**src/rtl/aewb_map.vh**
```
// Register offsets, field positions, reset values and metering windows
// for the auto exposure and white balance limit block.
// Assumes an 8-bit word-aligned register address and 32-bit data.
`ifndef AEWB_MAP_VH
`define AEWB_MAP_VH

`define AEWB_REG_CTRL 8'h00
`define AEWB_REG_LIGHTING 8'h04
`define AEWB_REG_METERING 8'h08
`define AEWB_REG_EXP_MIN 8'h0c
`define AEWB_REG_EXP_MAX 8'h10
`define AEWB_REG_GAIN_MIN 8'h14
`define AEWB_REG_GAIN_MAX 8'h18
`define AEWB_REG_TMEAN_MIN 8'h1c
`define AEWB_REG_TMEAN_MAX 8'h20
`define AEWB_REG_TMEAN_VALUE 8'h24
`define AEWB_REG_WB_MIN 8'h28
`define AEWB_REG_WB_MAX 8'h2c
`define AEWB_REG_WB_DAMP 8'h30
`define AEWB_REG_REGION_H 8'h34
`define AEWB_REG_STATUS 8'h38
`define AEWB_REG_EXPOSURE 8'h3c
`define AEWB_REG_GAIN 8'h40
`define AEWB_REG_WB_RATIO 8'h44

// Control register fields
`define AEWB_CTRL_WB_ENABLE 0
`define AEWB_CTRL_TMEAN_SRC 1
`define AEWB_CTRL_PROFILE 2
`define AEWB_CTRL_ALGO_SEL 3

// Widths
`define AEWB_EXP_W 24
`define AEWB_GAIN_W 10
`define AEWB_PCT_W 7
`define AEWB_RATIO_W 12
`define AEWB_HEIGHT_W 12
`define AEWB_POS_W 10

// Lighting codes
`define AEWB_LIGHT_DETECT 2'h0
`define AEWB_LIGHT_BACK 2'h1
`define AEWB_LIGHT_FRONT 2'h2
`define AEWB_LIGHT_NORMAL 2'h3

// Metering codes
`define AEWB_METER_AVERAGE 3'h0
`define AEWB_METER_SPOT 3'h1
`define AEWB_METER_PARTIAL 3'h2
`define AEWB_METER_CENTER 3'h3
`define AEWB_METER_HIST 3'h4

// Reset values
`define AEWB_RST_EXP_MIN 24'h00000f
`define AEWB_RST_EXP_MAX 24'h0f4240
`define AEWB_RST_GAIN_MIN 10'h000
`define AEWB_RST_GAIN_MAX 10'h1e0
`define AEWB_RST_TMEAN_MIN 7'h0a
`define AEWB_RST_TMEAN_MAX 7'h5a
`define AEWB_RST_TMEAN_VALUE 7'h32
`define AEWB_RST_TMEAN_AUTO 7'h32
`define AEWB_RST_WB_MIN 12'h040
`define AEWB_RST_WB_MAX 12'h400
`define AEWB_RST_WB_RATIO 12'h100
`define AEWB_RST_WB_DAMP 3'h2
`define AEWB_RST_REGION_H 12'h1e0

// Frame geometry and centred metering windows (inclusive bounds)
`define AEWB_FRAME_W 640
`define AEWB_FRAME_H 480
`define AEWB_SPOT_X_LO 10'd265
`define AEWB_SPOT_X_HI 10'd374
`define AEWB_SPOT_Y_LO 10'd199
`define AEWB_SPOT_Y_HI 10'd280
`define AEWB_PART_X_LO 10'd215
`define AEWB_PART_X_HI 10'd424
`define AEWB_PART_Y_LO 10'd161
`define AEWB_PART_Y_HI 10'd318

// Full-scale pixel code times percent scale
`define AEWB_FULL_SCALE 8'hff
`define AEWB_PCT_SCALE 7'd100

`endif

```
**src/rtl/aewb_limits.v**
```verilog
// Auto exposure and white balance limit, metering and selection logic.
// Assumes the pixel stream, loop requests and register port share
// clock_in; pixels are linear (before gamma).
//
// Operation
// - Programmed exposure time never below the exposure minimum (us).
// - Programmed exposure time never above the exposure maximum (us).
// - Programmed gain never below the gain minimum (dB).
// - Programmed gain never above the gain maximum (dB).
// - Target mean never below the minimum grey percentage.
// - Red and blue ratios set no lower than the ratio minimum at each frame end with the white balance loop on.
// - Red and blue ratios set no higher than the ratio maximum at each frame end with the white balance loop on.
// - Larger damping gives smaller, slower ratio steps.
// - Profile selector picks indoor or outdoor white balance goals.
// - Target source: off uses user value, continuous uses a fixed internal value (50).
// - Mean compared against target in linear pixel domain.
// - Manual target value is a percent of full scale.
// - Lighting selector has four values, normal after reset.
// - Metering selection only applies under normal lighting.
// - Average metering weights every pixel equally.
// - Spot metering measures central ~3 percent only.
// - Partial metering measures central ~11 percent.
// - Metering selector encodes five choices.
// - Region height held per algorithm, written to selected one.
// - Algorithm selector addresses white balance or exposure.
// - Target mean never above the maximum grey percentage.
`default_nettype none
`include "aewb_map.vh"

module aewb_limits (
  input wire clock_in,
  input wire reset_in,
  input wire [7:0] reg_addr_in,
  input wire [31:0] reg_wdata_in,
  input wire reg_write_in,
  input wire reg_read_in,
  output wire [31:0] reg_rdata_out,
  input wire [`AEWB_EXP_W-1:0] exp_request_in,
  input wire [`AEWB_GAIN_W-1:0] gain_request_in,
  input wire pixel_valid_in,
  input wire [7:0] pixel_in,
  input wire [`AEWB_POS_W-1:0] pixel_x_in,
  input wire [`AEWB_POS_W-1:0] pixel_y_in,
  input wire frame_end_in,
  input wire [`AEWB_RATIO_W-1:0] wb_indoor_red_in,
  input wire [`AEWB_RATIO_W-1:0] wb_indoor_blue_in,
  input wire [`AEWB_RATIO_W-1:0] wb_outdoor_red_in,
  input wire [`AEWB_RATIO_W-1:0] wb_outdoor_blue_in,
  output wire [`AEWB_EXP_W-1:0] exposure_out,
  output wire [`AEWB_GAIN_W-1:0] gain_out,
  output wire [`AEWB_PCT_W-1:0] target_mean_out,
  output reg brighter_out,
  output reg darker_out,
  output wire [`AEWB_RATIO_W-1:0] red_ratio_out,
  output wire [`AEWB_RATIO_W-1:0] blue_ratio_out,
  output reg [`AEWB_HEIGHT_W-1:0] ae_region_height_out,
  output reg [`AEWB_HEIGHT_W-1:0] wb_region_height_out
);

  // Configuration registers
  reg auto_wb_loop_q;
  reg target_mean_source_q;
  reg wb_profile_select_q;
  reg algo_target_select_q;
  reg [1:0] lighting_select_q;
  reg [2:0] metering_select_q;
  reg [`AEWB_EXP_W-1:0] exp_min_q;
  reg [`AEWB_EXP_W-1:0] exp_max_q;
  reg [`AEWB_GAIN_W-1:0] ae_gain_min_q;
  reg [`AEWB_GAIN_W-1:0] ae_gain_max_q;
  reg [`AEWB_PCT_W-1:0] target_mean_min_q;
  reg [`AEWB_PCT_W-1:0] target_mean_max_q;
  reg [`AEWB_PCT_W-1:0] target_mean_value_q;
  reg [`AEWB_RATIO_W-1:0] wb_ratio_min_q;
  reg [`AEWB_RATIO_W-1:0] wb_ratio_max_q;
  reg [2:0] wb_step_damping_q;
  reg [31:0] rdata_q;
  reg [31:0] rdata_d;

  // Metering state
  reg [2:0] meter_eff;
  reg in_spot;
  reg in_part;
  reg [1:0] weight;
  reg [27:0] sum_q;
  reg [19:0] count_q;
  reg [18:0] bin_q [0:3];
  reg [1:0] peak_bin;
  reg [7:0] peak_level;
  reg [39:0] lhs;
  reg [39:0] rhs;
  reg [`AEWB_PCT_W-1:0] target_raw;

  wire [`AEWB_PCT_W-1:0] target_mean;
  wire [`AEWB_RATIO_W-1:0] red_q;
  wire [`AEWB_RATIO_W-1:0] blue_q;
  reg [`AEWB_RATIO_W-1:0] red_goal;
  reg [`AEWB_RATIO_W-1:0] blue_goal;
  wire [`AEWB_RATIO_W-1:0] red_next;
  wire [`AEWB_RATIO_W-1:0] blue_next;
  wire wr_hit;

  assign wr_hit = reg_write_in;

  // Register writes
  always @(posedge clock_in) begin
    if (reset_in) begin
      auto_wb_loop_q <= 1'b0;
      target_mean_source_q <= 1'b0;
      wb_profile_select_q <= 1'b0;
      algo_target_select_q <= 1'b0;
      lighting_select_q <= `AEWB_LIGHT_NORMAL;
      metering_select_q <= `AEWB_METER_AVERAGE;
      exp_min_q <= `AEWB_RST_EXP_MIN;
      exp_max_q <= `AEWB_RST_EXP_MAX;
      ae_gain_min_q <= `AEWB_RST_GAIN_MIN;
      ae_gain_max_q <= `AEWB_RST_GAIN_MAX;
      target_mean_min_q <= `AEWB_RST_TMEAN_MIN;
      target_mean_max_q <= `AEWB_RST_TMEAN_MAX;
      target_mean_value_q <= `AEWB_RST_TMEAN_VALUE;
      wb_ratio_min_q <= `AEWB_RST_WB_MIN;
      wb_ratio_max_q <= `AEWB_RST_WB_MAX;
      wb_step_damping_q <= `AEWB_RST_WB_DAMP;
      ae_region_height_out <= `AEWB_RST_REGION_H;
      wb_region_height_out <= `AEWB_RST_REGION_H;
    end else if (wr_hit) begin
      case (reg_addr_in)
        `AEWB_REG_CTRL: begin
          auto_wb_loop_q <= reg_wdata_in[`AEWB_CTRL_WB_ENABLE];
          target_mean_source_q <= reg_wdata_in[`AEWB_CTRL_TMEAN_SRC];
          wb_profile_select_q <= reg_wdata_in[`AEWB_CTRL_PROFILE];
          algo_target_select_q <= reg_wdata_in[`AEWB_CTRL_ALGO_SEL];
        end
        `AEWB_REG_LIGHTING: begin
          lighting_select_q <= reg_wdata_in[1:0];
        end
        `AEWB_REG_METERING: begin
          // Codes above five choices are refused
          if (reg_wdata_in[2:0] <= `AEWB_METER_HIST) begin
            metering_select_q <= reg_wdata_in[2:0];
          end
        end
        `AEWB_REG_EXP_MIN: exp_min_q <= reg_wdata_in[`AEWB_EXP_W-1:0];
        `AEWB_REG_EXP_MAX: exp_max_q <= reg_wdata_in[`AEWB_EXP_W-1:0];
        `AEWB_REG_GAIN_MIN: begin
          ae_gain_min_q <= reg_wdata_in[`AEWB_GAIN_W-1:0];
        end
        `AEWB_REG_GAIN_MAX: begin
          ae_gain_max_q <= reg_wdata_in[`AEWB_GAIN_W-1:0];
        end
        `AEWB_REG_TMEAN_MIN: begin
          target_mean_min_q <= reg_wdata_in[`AEWB_PCT_W-1:0];
        end
        `AEWB_REG_TMEAN_MAX: begin
          target_mean_max_q <= reg_wdata_in[`AEWB_PCT_W-1:0];
        end
        `AEWB_REG_TMEAN_VALUE: begin
          target_mean_value_q <= reg_wdata_in[`AEWB_PCT_W-1:0];
        end
        `AEWB_REG_WB_MIN: begin
          wb_ratio_min_q <= reg_wdata_in[`AEWB_RATIO_W-1:0];
        end
        `AEWB_REG_WB_MAX: begin
          wb_ratio_max_q <= reg_wdata_in[`AEWB_RATIO_W-1:0];
        end
        `AEWB_REG_WB_DAMP: wb_step_damping_q <= reg_wdata_in[2:0];
        `AEWB_REG_REGION_H: begin
          if (algo_target_select_q) begin
            ae_region_height_out <= reg_wdata_in[`AEWB_HEIGHT_W-1:0];
          end else begin
            wb_region_height_out <= reg_wdata_in[`AEWB_HEIGHT_W-1:0];
          end
        end
        default: begin
        end
      endcase
    end
  end

  // Register reads, data in the cycle after the strobe
  always @* begin
    rdata_d = 32'h00000000;
    case (reg_addr_in)
      `AEWB_REG_CTRL: begin
        rdata_d[`AEWB_CTRL_WB_ENABLE] = auto_wb_loop_q;
        rdata_d[`AEWB_CTRL_TMEAN_SRC] = target_mean_source_q;
        rdata_d[`AEWB_CTRL_PROFILE] = wb_profile_select_q;
        rdata_d[`AEWB_CTRL_ALGO_SEL] = algo_target_select_q;
      end
      `AEWB_REG_LIGHTING: rdata_d[1:0] = lighting_select_q;
      `AEWB_REG_METERING: rdata_d[2:0] = metering_select_q;
      `AEWB_REG_EXP_MIN: rdata_d[`AEWB_EXP_W-1:0] = exp_min_q;
      `AEWB_REG_EXP_MAX: rdata_d[`AEWB_EXP_W-1:0] = exp_max_q;
      `AEWB_REG_GAIN_MIN: rdata_d[`AEWB_GAIN_W-1:0] = ae_gain_min_q;
      `AEWB_REG_GAIN_MAX: rdata_d[`AEWB_GAIN_W-1:0] = ae_gain_max_q;
      `AEWB_REG_TMEAN_MIN: rdata_d[`AEWB_PCT_W-1:0] = target_mean_min_q;
      `AEWB_REG_TMEAN_MAX: rdata_d[`AEWB_PCT_W-1:0] = target_mean_max_q;
      `AEWB_REG_TMEAN_VALUE: begin
        rdata_d[`AEWB_PCT_W-1:0] = target_mean_value_q;
      end
      `AEWB_REG_WB_MIN: rdata_d[`AEWB_RATIO_W-1:0] = wb_ratio_min_q;
      `AEWB_REG_WB_MAX: rdata_d[`AEWB_RATIO_W-1:0] = wb_ratio_max_q;
      `AEWB_REG_WB_DAMP: rdata_d[2:0] = wb_step_damping_q;
      `AEWB_REG_REGION_H: begin
        rdata_d[`AEWB_HEIGHT_W-1:0] = algo_target_select_q ?
          ae_region_height_out : wb_region_height_out;
      end
      `AEWB_REG_STATUS: begin
        rdata_d[0] = brighter_out;
        rdata_d[1] = darker_out;
        rdata_d[6:4] = meter_eff;
        rdata_d[14:8] = target_mean;
      end
      `AEWB_REG_EXPOSURE: rdata_d[`AEWB_EXP_W-1:0] = exposure_out;
      `AEWB_REG_GAIN: rdata_d[`AEWB_GAIN_W-1:0] = gain_out;
      `AEWB_REG_WB_RATIO: begin
        rdata_d[`AEWB_RATIO_W-1:0] = red_q;
        rdata_d[16+`AEWB_RATIO_W-1:16] = blue_q;
      end
      default: rdata_d = 32'h00000000;
    endcase
  end

  always @(posedge clock_in) begin
    if (reset_in) begin
      rdata_q <= 32'h00000000;
    end else if (reg_read_in) begin
      rdata_q <= rdata_d;
    end else begin
      rdata_q <= 32'h00000000;
    end
  end

  assign reg_rdata_out = rdata_q;

  // Exposure and gain limits
  aewb_clamp #(
    .WIDTH(`AEWB_EXP_W),
    .RESET_VALUE(`AEWB_RST_EXP_MIN)
  ) u_exp_clamp (
    .clock_in(clock_in),
    .reset_in(reset_in),
    .load_in(1'b1),
    .value_in(exp_request_in),
    .lo_in(exp_min_q),
    .hi_in(exp_max_q),
    .value_out(exposure_out)
  );

  aewb_clamp #(
    .WIDTH(`AEWB_GAIN_W),
    .RESET_VALUE(`AEWB_RST_GAIN_MIN)
  ) u_gain_clamp (
    .clock_in(clock_in),
    .reset_in(reset_in),
    .load_in(1'b1),
    .value_in(gain_request_in),
    .lo_in(ae_gain_min_q),
    .hi_in(ae_gain_max_q),
    .value_out(gain_out)
  );

  // Target mean: user value when off, internal choice when continuous
  always @* begin
    if (target_mean_source_q) begin
      target_raw = `AEWB_RST_TMEAN_AUTO;
    end else begin
      target_raw = target_mean_value_q;
    end
  end

  aewb_clamp #(
    .WIDTH(`AEWB_PCT_W),
    .RESET_VALUE(`AEWB_RST_TMEAN_VALUE)
  ) u_target_clamp (
    .clock_in(clock_in),
    .reset_in(reset_in),
    .load_in(1'b1),
    .value_in(target_raw),
    .lo_in(target_mean_min_q),
    .hi_in(target_mean_max_q),
    .value_out(target_mean)
  );

  assign target_mean_out = target_mean;

  // Non-normal lighting overrides metering with a fixed pattern
  always @* begin
    case (lighting_select_q)
      `AEWB_LIGHT_NORMAL: meter_eff = metering_select_q;
      `AEWB_LIGHT_BACK: meter_eff = `AEWB_METER_CENTER;
      `AEWB_LIGHT_FRONT: meter_eff = `AEWB_METER_PARTIAL;
      default: meter_eff = `AEWB_METER_AVERAGE;
    endcase
  end

  always @* begin
    in_spot = (pixel_x_in >= `AEWB_SPOT_X_LO) &&
      (pixel_x_in <= `AEWB_SPOT_X_HI) &&
      (pixel_y_in >= `AEWB_SPOT_Y_LO) && (pixel_y_in <= `AEWB_SPOT_Y_HI);
    in_part = (pixel_x_in >= `AEWB_PART_X_LO) &&
      (pixel_x_in <= `AEWB_PART_X_HI) &&
      (pixel_y_in >= `AEWB_PART_Y_LO) && (pixel_y_in <= `AEWB_PART_Y_HI);
    case (meter_eff)
      `AEWB_METER_SPOT: weight = {1'b0, in_spot};
      `AEWB_METER_PARTIAL: weight = {1'b0, in_part};
      `AEWB_METER_CENTER: weight = in_part ? 2'h2 : 2'h1;
      default: weight = 2'h1;
    endcase
  end

  // Scene accumulation over one frame
  always @(posedge clock_in) begin
    if (reset_in || frame_end_in) begin
      sum_q <= 28'h0000000;
      count_q <= 20'h00000;
    end else if (pixel_valid_in) begin
      sum_q <= sum_q + {18'h00000, pixel_in, 2'h0} * weight / 28'd4;
      count_q <= count_q + {18'h00000, weight};
    end
  end

  genvar b;
  generate
    for (b = 0; b < 4; b = b + 1) begin : g_bin
      always @(posedge clock_in) begin
        if (reset_in || frame_end_in) begin
          bin_q[b] <= 19'h00000;
        end else if (pixel_valid_in && pixel_in[7:6] == b) begin
          bin_q[b] <= bin_q[b] + 19'h00001;
        end
      end
    end
  endgenerate

  always @* begin
    peak_bin = 2'h0;
    if (bin_q[1] > bin_q[peak_bin]) peak_bin = 2'h1;
    if (bin_q[2] > bin_q[peak_bin]) peak_bin = 2'h2;
    if (bin_q[3] > bin_q[peak_bin]) peak_bin = 2'h3;
    peak_level = {peak_bin, 6'h20};
  end

  // Cross-multiplied compare avoids a divider; both sides linear codes
  always @* begin
    if (meter_eff == `AEWB_METER_HIST) begin
      lhs = {32'h00000000, peak_level} * `AEWB_PCT_SCALE;
      rhs = {33'h000000000, target_mean} * `AEWB_FULL_SCALE;
    end else begin
      lhs = {12'h000, sum_q} * `AEWB_PCT_SCALE;
      rhs = {33'h000000000, target_mean} * `AEWB_FULL_SCALE *
        {20'h00000, count_q};
    end
  end

  always @(posedge clock_in) begin
    if (reset_in) begin
      brighter_out <= 1'b0;
      darker_out <= 1'b0;
    end else if (frame_end_in) begin
      brighter_out <= (count_q != 20'h00000) && (lhs < rhs);
      darker_out <= (count_q != 20'h00000) && (lhs > rhs);
    end
  end

  // White balance: damped step toward profile goal, once a frame
  always @* begin
    if (wb_profile_select_q) begin
      red_goal = wb_outdoor_red_in;
      blue_goal = wb_outdoor_blue_in;
    end else begin
      red_goal = wb_indoor_red_in;
      blue_goal = wb_indoor_blue_in;
    end
  end

  aewb_step u_red_step (
    .current_in(red_q),
    .goal_in(red_goal),
    .damping_in(wb_step_damping_q),
    .next_out(red_next)
  );

  aewb_step u_blue_step (
    .current_in(blue_q),
    .goal_in(blue_goal),
    .damping_in(wb_step_damping_q),
    .next_out(blue_next)
  );

  aewb_clamp #(
    .WIDTH(`AEWB_RATIO_W),
    .RESET_VALUE(`AEWB_RST_WB_RATIO)
  ) u_red_clamp (
    .clock_in(clock_in),
    .reset_in(reset_in),
    .load_in(frame_end_in && auto_wb_loop_q),
    .value_in(red_next),
    .lo_in(wb_ratio_min_q),
    .hi_in(wb_ratio_max_q),
    .value_out(red_q)
  );

  aewb_clamp #(
    .WIDTH(`AEWB_RATIO_W),
    .RESET_VALUE(`AEWB_RST_WB_RATIO)
  ) u_blue_clamp (
    .clock_in(clock_in),
    .reset_in(reset_in),
    .load_in(frame_end_in && auto_wb_loop_q),
    .value_in(blue_next),
    .lo_in(wb_ratio_min_q),
    .hi_in(wb_ratio_max_q),
    .value_out(blue_q)
  );

  assign red_ratio_out = red_q;
  assign blue_ratio_out = blue_q;

endmodule // aewb_limits

// Damped step: moves by (goal - current) >> damping, at least one code unless already at the goal.
module aewb_step (
  input wire [`AEWB_RATIO_W-1:0] current_in,
  input wire [`AEWB_RATIO_W-1:0] goal_in,
  input wire [2:0] damping_in,
  output reg [`AEWB_RATIO_W-1:0] next_out
);

  reg [`AEWB_RATIO_W-1:0] delta;
  reg [`AEWB_RATIO_W-1:0] step;

  always @* begin
    if (goal_in >= current_in) begin
      delta = goal_in - current_in;
    end else begin
      delta = current_in - goal_in;
    end
    step = delta >> damping_in;
    if (step == {`AEWB_RATIO_W{1'b0}} && delta != {`AEWB_RATIO_W{1'b0}}) begin
      step = {{(`AEWB_RATIO_W-1){1'b0}}, 1'b1};
    end
    if (goal_in >= current_in) begin
      next_out = current_in + step;
    end else begin
      next_out = current_in - step;
    end
  end

endmodule // aewb_step

`default_nettype wire

```
**src/rtl/aewb_clamp.v**
```verilog
// Registered clamp of a value into an inclusive [lo, hi] range.
// Assumes lo <= hi; with inverted limits the result is not defined.
`default_nettype none

module aewb_clamp #(
  parameter WIDTH = 8,
  parameter [WIDTH-1:0] RESET_VALUE = {WIDTH{1'b0}}
) (
  input wire clock_in,
  input wire reset_in,
  input wire load_in,
  input wire [WIDTH-1:0] value_in,
  input wire [WIDTH-1:0] lo_in,
  input wire [WIDTH-1:0] hi_in,
  output wire [WIDTH-1:0] value_out
);

  reg [WIDTH-1:0] value_q;
  reg [WIDTH-1:0] value_d;

  always @* begin
    if (value_in < lo_in) begin
      value_d = lo_in;
    end else if (value_in > hi_in) begin
      value_d = hi_in;
    end else begin
      value_d = value_in;
    end
  end

  always @(posedge clock_in) begin
    if (reset_in) begin
      value_q <= RESET_VALUE;
    end else if (load_in) begin
      value_q <= value_d;
    end
  end

  assign value_out = value_q;

endmodule // aewb_clamp

`default_nettype wire

```
**config.mk**
```make
export PLATFORM = sky130hd
export DESIGN_NAME = aewb_limits
export DESIGN_NICKNAME = d
export VERILOG_FILES = /design/src/rtl/aewb_limits.v /design/src/rtl/aewb_clamp.v
export VERILOG_INCLUDE_DIRS = /design/src /design/src/rtl
export SDC_FILE = /design/constraint.sdc
export NUM_CORES = 2
export LEC_CHECK = 0
export BUFFER_PORTS_ARGS = -buffer_cell sky130_fd_sc_hd__buf_2
export CAP_MARGIN = 0
export CORE_MARGIN = 5
export CORE_UTILIZATION = 50
export DETAILED_ROUTE_END_ITERATION = 7
export PLACE_DENSITY = 0.69
export REMOVE_ABC_BUFFERS = 1
export SYNTH_ARGS = -nofsm -noshare
export SYNTH_HDL_FRONTEND = slang
export SYNTH_SLANG_ARGS = --single-unit
```
**constraint.sdc**
```tcl
create_clock -name clock_in -period 14.95 [get_ports clock_in]
set_clock_uncertainty 0.1 [all_clocks]
set_input_delay 2.2425 -clock clock_in [delete_from_list [all_inputs] [get_ports clock_in]]
set_output_delay 2.2425 -clock clock_in [all_outputs]
set_load 0.02 [all_outputs]
```
Yosys cells after proc, flatten, opt, wreduce, memory -nomap -nowiden

Memory sizes are Yosys's and may differ from the RTL's.
Cells that the tools add are included.

$mul: 5
Div/mod/pow operators: 0
Shift-type cells: 2
Add/sub/neg operators: 14
Bitwise gates (word level): 7
$lt $le $gt $ge: 26
Multiplexer cells: 56
Equal/unequal tests: 27
Reductions and logical operators: 40

Operator list:

| operator                                                                              | count |
|---|---|
| 12-bit 2-to-1 mux                                                                     | 13 |
| 19-bit by 1-bit adder with 19-bit output (second input constant)                      | 4 |
| 19-bit 2-to-1 mux                                                                     | 4 |
| 12-bit subtractor                                                                     | 6 |
| 35-bit 2-to-1 mux                                                                     | 2 |
| 8-bit by 6-bit equality test with 1-bit output (second input constant)                | 8 |
| 19-bit > comparator                                                                   | 3 |
| 24-bit 2-to-1 mux                                                                     | 2 |
| 3-bit one-hot mux with 14 select lines                                                | 1 |
| 40-bit > comparator                                                                   | 1 |
| 10-bit by 9-bit <= comparator with 1-bit output (second input constant)               | 4 |
| 40-bit < comparator                                                                   | 1 |
| 2-bit one-hot mux with 18 select lines                                                | 1 |
| 15-bit by 20-bit multiplier with 35-bit output                                        | 1 |
| 28-bit by 5-bit multiplier with 33-bit output (second input constant)                 | 1 |
| 8-bit by 5-bit equality test with 1-bit output (second input constant)                | 4 |
| 8-bit one-hot mux with 4 select lines                                                 | 1 |
| 10-bit by 8-bit greater-or-equal comparator with 1-bit output (second input constant) | 3 |
| 28-bit by 10-bit adder with 28-bit output                                             | 1 |
| 12-bit adder                                                                          | 2 |
| 12-bit greater-or-equal comparator                                                    | 2 |
| 12-bit > comparator                                                                   | 2 |
| 24-bit > comparator                                                                   | 1 |
| 12-bit zero test                                                                      | 2 |
| 46 further kinds                                                                      | 107 |

Memories kept: 1
Flip-flop bits (word level): 296
Memory bits (writable): 76
Logic and storage cells: 208
ROM bits: 0
Bits in latches: 0

Memories:

| name  | depth | width | rd ports | clocked after Yosys merged registers in | write ports | line             | text |
|---|---|---|---|---|---|---|---|
| bin_q | 4     | 19    | 6        | 0                                       | 4           | aewb_limits.v:87 | `reg [18:0] bin_q [0:3];` |

Longest topological paths before layout

An unclocked memory read counts as a cell.

Word-level depth: 13
Depth in mapped cells: 56
Depth with buffers taken out: 53

By module

From an unflattened synthesis, not the netlist that was laid out.

Cells, all modules: 5472
Area, all modules: 44635.3 sq um

Modules (own cells, without submodules):

| module                         | area each (sq um) | times used | sequential area each (sq um) | cells an instance |
|---|---|---|---|---|
| aewb_limits                    | 31828.0           | 1          | 6826.5                       | 3765 |
| aewb_step at u_blue_step       | 2889.0            | 1          | 0.0                          | 398 |
| aewb_step at u_red_step        | 2746.4            | 1          | 0.0                          | 370 |
| aewb_clamp at u_blue_clamp ... | 1331.3            | 2          | 240.2                        | 180 |
| aewb_clamp at u_exp_clamp      | 2558.7            | 1          | 480.5                        | 351 |
| aewb_clamp at u_gain_clamp     | 1209.9            | 1          | 200.2                        | 143 |
| aewb_clamp at u_target_clamp   | 740.7             | 1          | 140.1                        | 85 |

Worst setup path after synthesis

OpenSTA, ideal clock, no wires.

Kind: flip-flop to flip-flop
From: reg u_target_clamp.value_q[4] (netlist: u_target_clamp.value_out[4])
To: reg brighter_out
Setup time: 126 ps
Stages on the path, launching flop included: 48
Required time: 14724 ps
Setup slack: 2663 ps
Period minus slack after synthesis: 12287 ps
Data arrival time: 12061 ps
Buffers on the path: 1
Cell sequence: dfxtp_1 > fa_1 > inv_1 > fa_1 > inv_1 > fa_1 > inv_1 > fa_1 > inv_1 > ha_1 > a21boi_0 > o21ai_0 > a21boi_0 > o21ai_0 > a21boi_0 > o21ai_0 > a21boi_0 > o21a_1 > [... 12 more ...] > a211o_1 > or4_1 > o22a_1 > a221o_1 > nand2_1 > a211oi_1 > or3b_2 > a21oi_1 > xnor2_1 > nand2_1 > ha_1 > nand3_1 > nor3_1 > nand3_1 > o21ai_0 > nor2_1 > o21ai_0 > o21ai_0

Cells in the longest elaborated chain, start to end: 5

RTL lines:

| what                                                              | line              | text |
|---|---|---|
| from (decl)                                                       | aewb_clamp.v:18   | `reg [WIDTH-1:0] value_q;` |
| from (signal assigned)                                            | aewb_clamp.v:35   | `value_q <= value_d;` |
| 7-bit by 8-bit multiplier with 15-bit output (no source line) (*) | -                 |  |
| 15-bit by 20-bit multiplier with 35-bit output                    | aewb_limits.v:351 | `` rhs = {33'h000000000, target_mean} * `AEWB_FULL_SCALE * `` |
| 35-bit 2-to-1 mux (*)                                             | aewb_limits.v:346 | `` if (meter_eff == `AEWB_METER_HIST) begin `` |
| 40-bit < comparator (*)                                           | aewb_limits.v:361 | `brighter_out <= (count_q != 20'h00000) && (lhs < rhs);` |
| 1-bit logical AND (*)                                             | aewb_limits.v:361 |  |
| to (signal assigned)                                              | aewb_limits.v:361 |  |
| to (decl)                                                         | aewb_limits.v:52  | `output reg brighter_out,` |

Mark *: on every way between the ends. The rest lies on a longest branch, timed or not.
A chain may end at the register's enable or synchronous reset.

Worst setup path in the final report

From: reg u_target_clamp.value_q[4] (netlist: u_target_clamp.value_out[4])
To: reg darker_out

Cells in the longest elaborated chain, start to end: 5

RTL lines:

| what                                                              | line              | text |
|---|---|---|
| 7-bit by 8-bit multiplier with 15-bit output (no source line) (*) | -                 |  |
| 15-bit by 20-bit multiplier with 35-bit output                    | aewb_limits.v:351 |  |
| 35-bit 2-to-1 mux (*)                                             | aewb_limits.v:346 |  |
| 40-bit > comparator (*)                                           | aewb_limits.v:362 | `darker_out <= (count_q != 20'h00000) && (lhs > rhs);` |
| 1-bit logical AND (*)                                             | aewb_limits.v:362 |  |
| to (signal assigned)                                              | aewb_limits.v:362 |  |
| to (decl)                                                         | aewb_limits.v:53  | `output reg darker_out,` |

Marked as above.

==> metrics.cfg <==
[drt]
drt_iter0_drc=3356
vias=39000
drt-total-wl_um=130000
drt_pass1_iterations=7
detail-route-antenna-nets=0
viasPerCell=5.88
wl_per_cell_um=19.6
drc=0

[global_route]
grt_start_max_net_pins=88
gr-total-overflow=0
grt_antenna_before_repair=4
grt_pass1_wl_um=207000
grtUsageTotal_pct=27.2
grt_pass1_vias=38200

[timing]
tns_ns=0
timing.hold.ws_ns=0.369
setup_slack_ns=1.27
period_needed_ns=13.68
tightest_slew_ns=1.25
grt_setup_unrepaired=false
fmax_mhz=73.1
relSlewSlack_pct=16.5
period_share_pct=91.5
hold_violations=0
setup_viol=0
drv_slew=0

[worst_hold_path]
hold_end=wb_region_height_out[0]$_SDFFE_PP0P_
whs_path_depth=2
hold_start=wb_region_height_out[0]$_SDFFE_PP0P_
hp-class=register to register

[floorplanning]
fp.dieW_um=304
ios=279
core_area_mm2=0.0854
start_util_pct=50.5
rows=107
dieArea_mm2=0.0922
die_height_um=304

[logic_synthesis]
synth_seq_cells=368
postSynthCellCount=5344
netlist_area_mm2=0.0431
ys_async_sr_fraction_pct=0
synth_cell_types=101
avgSynthCellArea_um2=8.07
synth_top_flop_cell=dfxtp_1
yosysSeqAreaShare_pct=18.9
yosysWarnings=0
synth_edf_count=76

[worst_setup_path]
critical_path_class=register to register
crit_arrival_ns=14.07
worstReg2RegStart=u_target_clamp.value_out[4]$_SDFF_PP1_
max_stage_delay_ns=0.96
cp_common_cell=fa_1
crit_required_ns=15.35
cp_max_fo=10
r2r.worst_path.cells=46
r2r-end=darker_out$_SDFFE_PP0P_
cp_slowest_cell=o21bai_1
endpoint_kind=register
start_kind=register
reg2reg_setup_slack_ns=1.27

[clock_network]
insertion_delay_ns=0.62
cts_tree=built
htree_levels=2
cts_sinks=368
root_buffer=clkbuf_16
hold_buffers=0
cts.clk_slew.worst_paths_ns=0.06
post_cts_buffers=0
cts_made_buffers=44
cts_resized=0
clockBufferDepth=3

[status]
status=finished clean

[power]
netSwitchingFraction_pct=33.1
clockPowerShare_pct=37.8
share_comb_of_total_power_pct=27.0
powerDensity_mw_per_mm2=64.1
p_int_w=0.00201
seq_power_share_pct=35.2
ir_drop_mv=0.0951
power_leakage_nw=21.8
p_sw_w=0.000994

[final_layout]
nets=6431
area_delta_synth_final_pct=8.71
multi_input_comb_area_mm2=0.0315
final.fill_count=8224
drive_gt1_share_pct=8.86
seqCellArea_mm2=0.00813

[run]
maxCapViolations=0

[place]
pre_cts_ws_ns=1.31
gp_congestion=0.970
io_buffers=266
dp_hpwl_um=101000

[Yosys cell counts (11+ instances only)]
cell type  count  area (um2)
xor2_1        72         631
a22oi_1       40         300
buf_2         19        95.1
a22o_1        21         184
and3_1        70         438
o211ai_1      38         285
nand2b_1      68         425
a211oi_1      59         443
a21o_1       130         976
o21a_1        51         383
a21boi_0      17         128
clkbuf_1     216         811
o21bai_1      16         120
nand3_1      123         616
mux2i_1       86         861
a211o_1       25         219
xnor2_1      127        1110
fa_1         287        5750
buf_1         12        45.0
nor4_1        19         119
nand3b_1      35         263
inv_1        678        2540
nand2_1      641        2410
o31ai_1       33         248
ha_1         529        6620
o22ai_1       11        68.8
dfxtp_1      292        5850
nor3_1        78         390
mux2_2        18         203
or3_1         45         282
a221oi_1      35         307
nor2_1       353        1330
and2_1       136         851
edfxtp_1      76        2280
or2_2         28         175
nand4_1       64         400
a21oi_1      369        1850
o21ai_0      148         741
nor2b_1       52         325
a31oi_1       43         269
[cell families (layout without fill, tap and decap cells)]
family | after synthesis | count (layout) | share of synthesized area, %
muxes | 108 | 108 | 2.68
AOI/OAI and AO/OA | 1155 | 1155 | 17.8
xor gates and xnor gates | 199 | 199 | 4.04
and+or+nand+nor | 1762 | 1762 | 19.6
other | 1 | 5 | 0.00870
buffers and inverters | 935 | 1082 | 8.31
DFF | 368 | 368 | 18.9
adders and majority gates | 816 | 816 | 28.7
[registers in the layout, summed over array words and instances (netlist names), 12 cells and up]
signal / flops
ae_region_height_out: 12
bin_q: 76
count_q: 20
exp_max_q: 24
exp_min_q: 24
reg_rdata_out: 28
sum_q: 28
u_blue_clamp.value_out: 12
u_exp_clamp.value_out: 24
u_red_clamp.value_out: 12
wb_ratio_max_q: 12
wb_ratio_min_q: 12
wb_region_height_out: 12
[worst max path at each step]
| stage | start | endpoint | cells past startpoint |
|---|---|---|---|
| after floorplan | u_target_clamp.value_out[4]$_SDFF_PP1_ | brighter_out$_SDFFE_PP0P_ | 47 |
| after global placement | u_target_clamp.value_out[4]$_SDFF_PP1_ | brighter_out$_SDFFE_PP0P_ | 47 |
| after detailed placement | u_target_clamp.value_out[4]$_SDFF_PP1_ | darker_out$_SDFFE_PP0P_ | 48 |
| after CTS | u_target_clamp.value_out[4]$_SDFF_PP1_ | darker_out$_SDFFE_PP0P_ | 48 |
| after global routing | u_target_clamp.value_out[4]$_SDFF_PP1_ | brighter_out$_SDFFE_PP0P_ | 47 |
| final | u_target_clamp.value_out[4]$_SDFF_PP1_ | darker_out$_SDFFE_PP0P_ | 46 |
[metrics by stage]
step | power [W] | std cells | util (%) | instance area, um2
3_5_place_dp | 0.00187 | 6557 | 53.1 | 45300
5_1_grt | 0.00314 | 6638 | 54.9 | 46900
6_report | 0.00300 | 6639 | 54.9 | 46900
2_1_floorplan | 0.00161 | 5090 | - | 42100
4_1_cts | 0.00300 | 6638 | 54.9 | 46900
3_3_place_gp | 0.00186 | 6557 | 53.1 | 45300
[power by group through the flow]
stage          combinational (W)  sequential (W)  clock, W
2_1_floorplan           0.000532         0.00108         0
3_3_place_gp            0.000778         0.00108         0
3_5_place_dp            0.000794         0.00108         0
4_1_cts                 0.000800         0.00106   0.00115
5_1_grt                 0.000891         0.00106   0.00119
6_report                0.000811         0.00106   0.00113
[cell usage in the layout, fill, tap and decap left out, drive strengths merged, types with 123 or more instances in the layout]
cell type  instances
fa               287
buf              323
dfxtp            292
and2             138
xnor2            127
nand3            123
ha               529
nand2            642
o21ai            152
nor2             354
inv              682
a21o             130
a21oi            370
[worst max-delay path: cells and delay by family, from the launching register on]
kind / cells / cell delay (ns)
buffers and inverters: 7 / 0.44
AO/OA/AOI/OAI: 15 / 3.84
adder cells (fa/ha/maj): 13 / 6.40
XOR/XNOR: 1 / 0.14
AND/OR/NAND/NOR: 10 / 2.19
flip-flops: 1 / 0.49
[layer usage]
metal | global-route usage (%) | routed length (um) | share of wire (%)
met2 | 45.5 | 60200 | 46
met4 | 9.97 | 5480 | 4.2
met1 | 35.5 | 54400 | 42
met5 | 0 | 11 | 0.0084
met3 | 4.50 | 10100 | 7.7
[cell type report]
class                           instances  area share, %
Sequential cell                       368           17.3
Timing Repair Buffer                  323           3.77
Antenna cell                            1        0.00534
Tap cell                             1144           3.05
Multi-Input combinational cell       4044           67.2
Clock inverter                         21          0.563
Inverter                              678           5.43
Clock buffer                           60           2.66
Note: power is estimated with default switching activity, not from simulation.
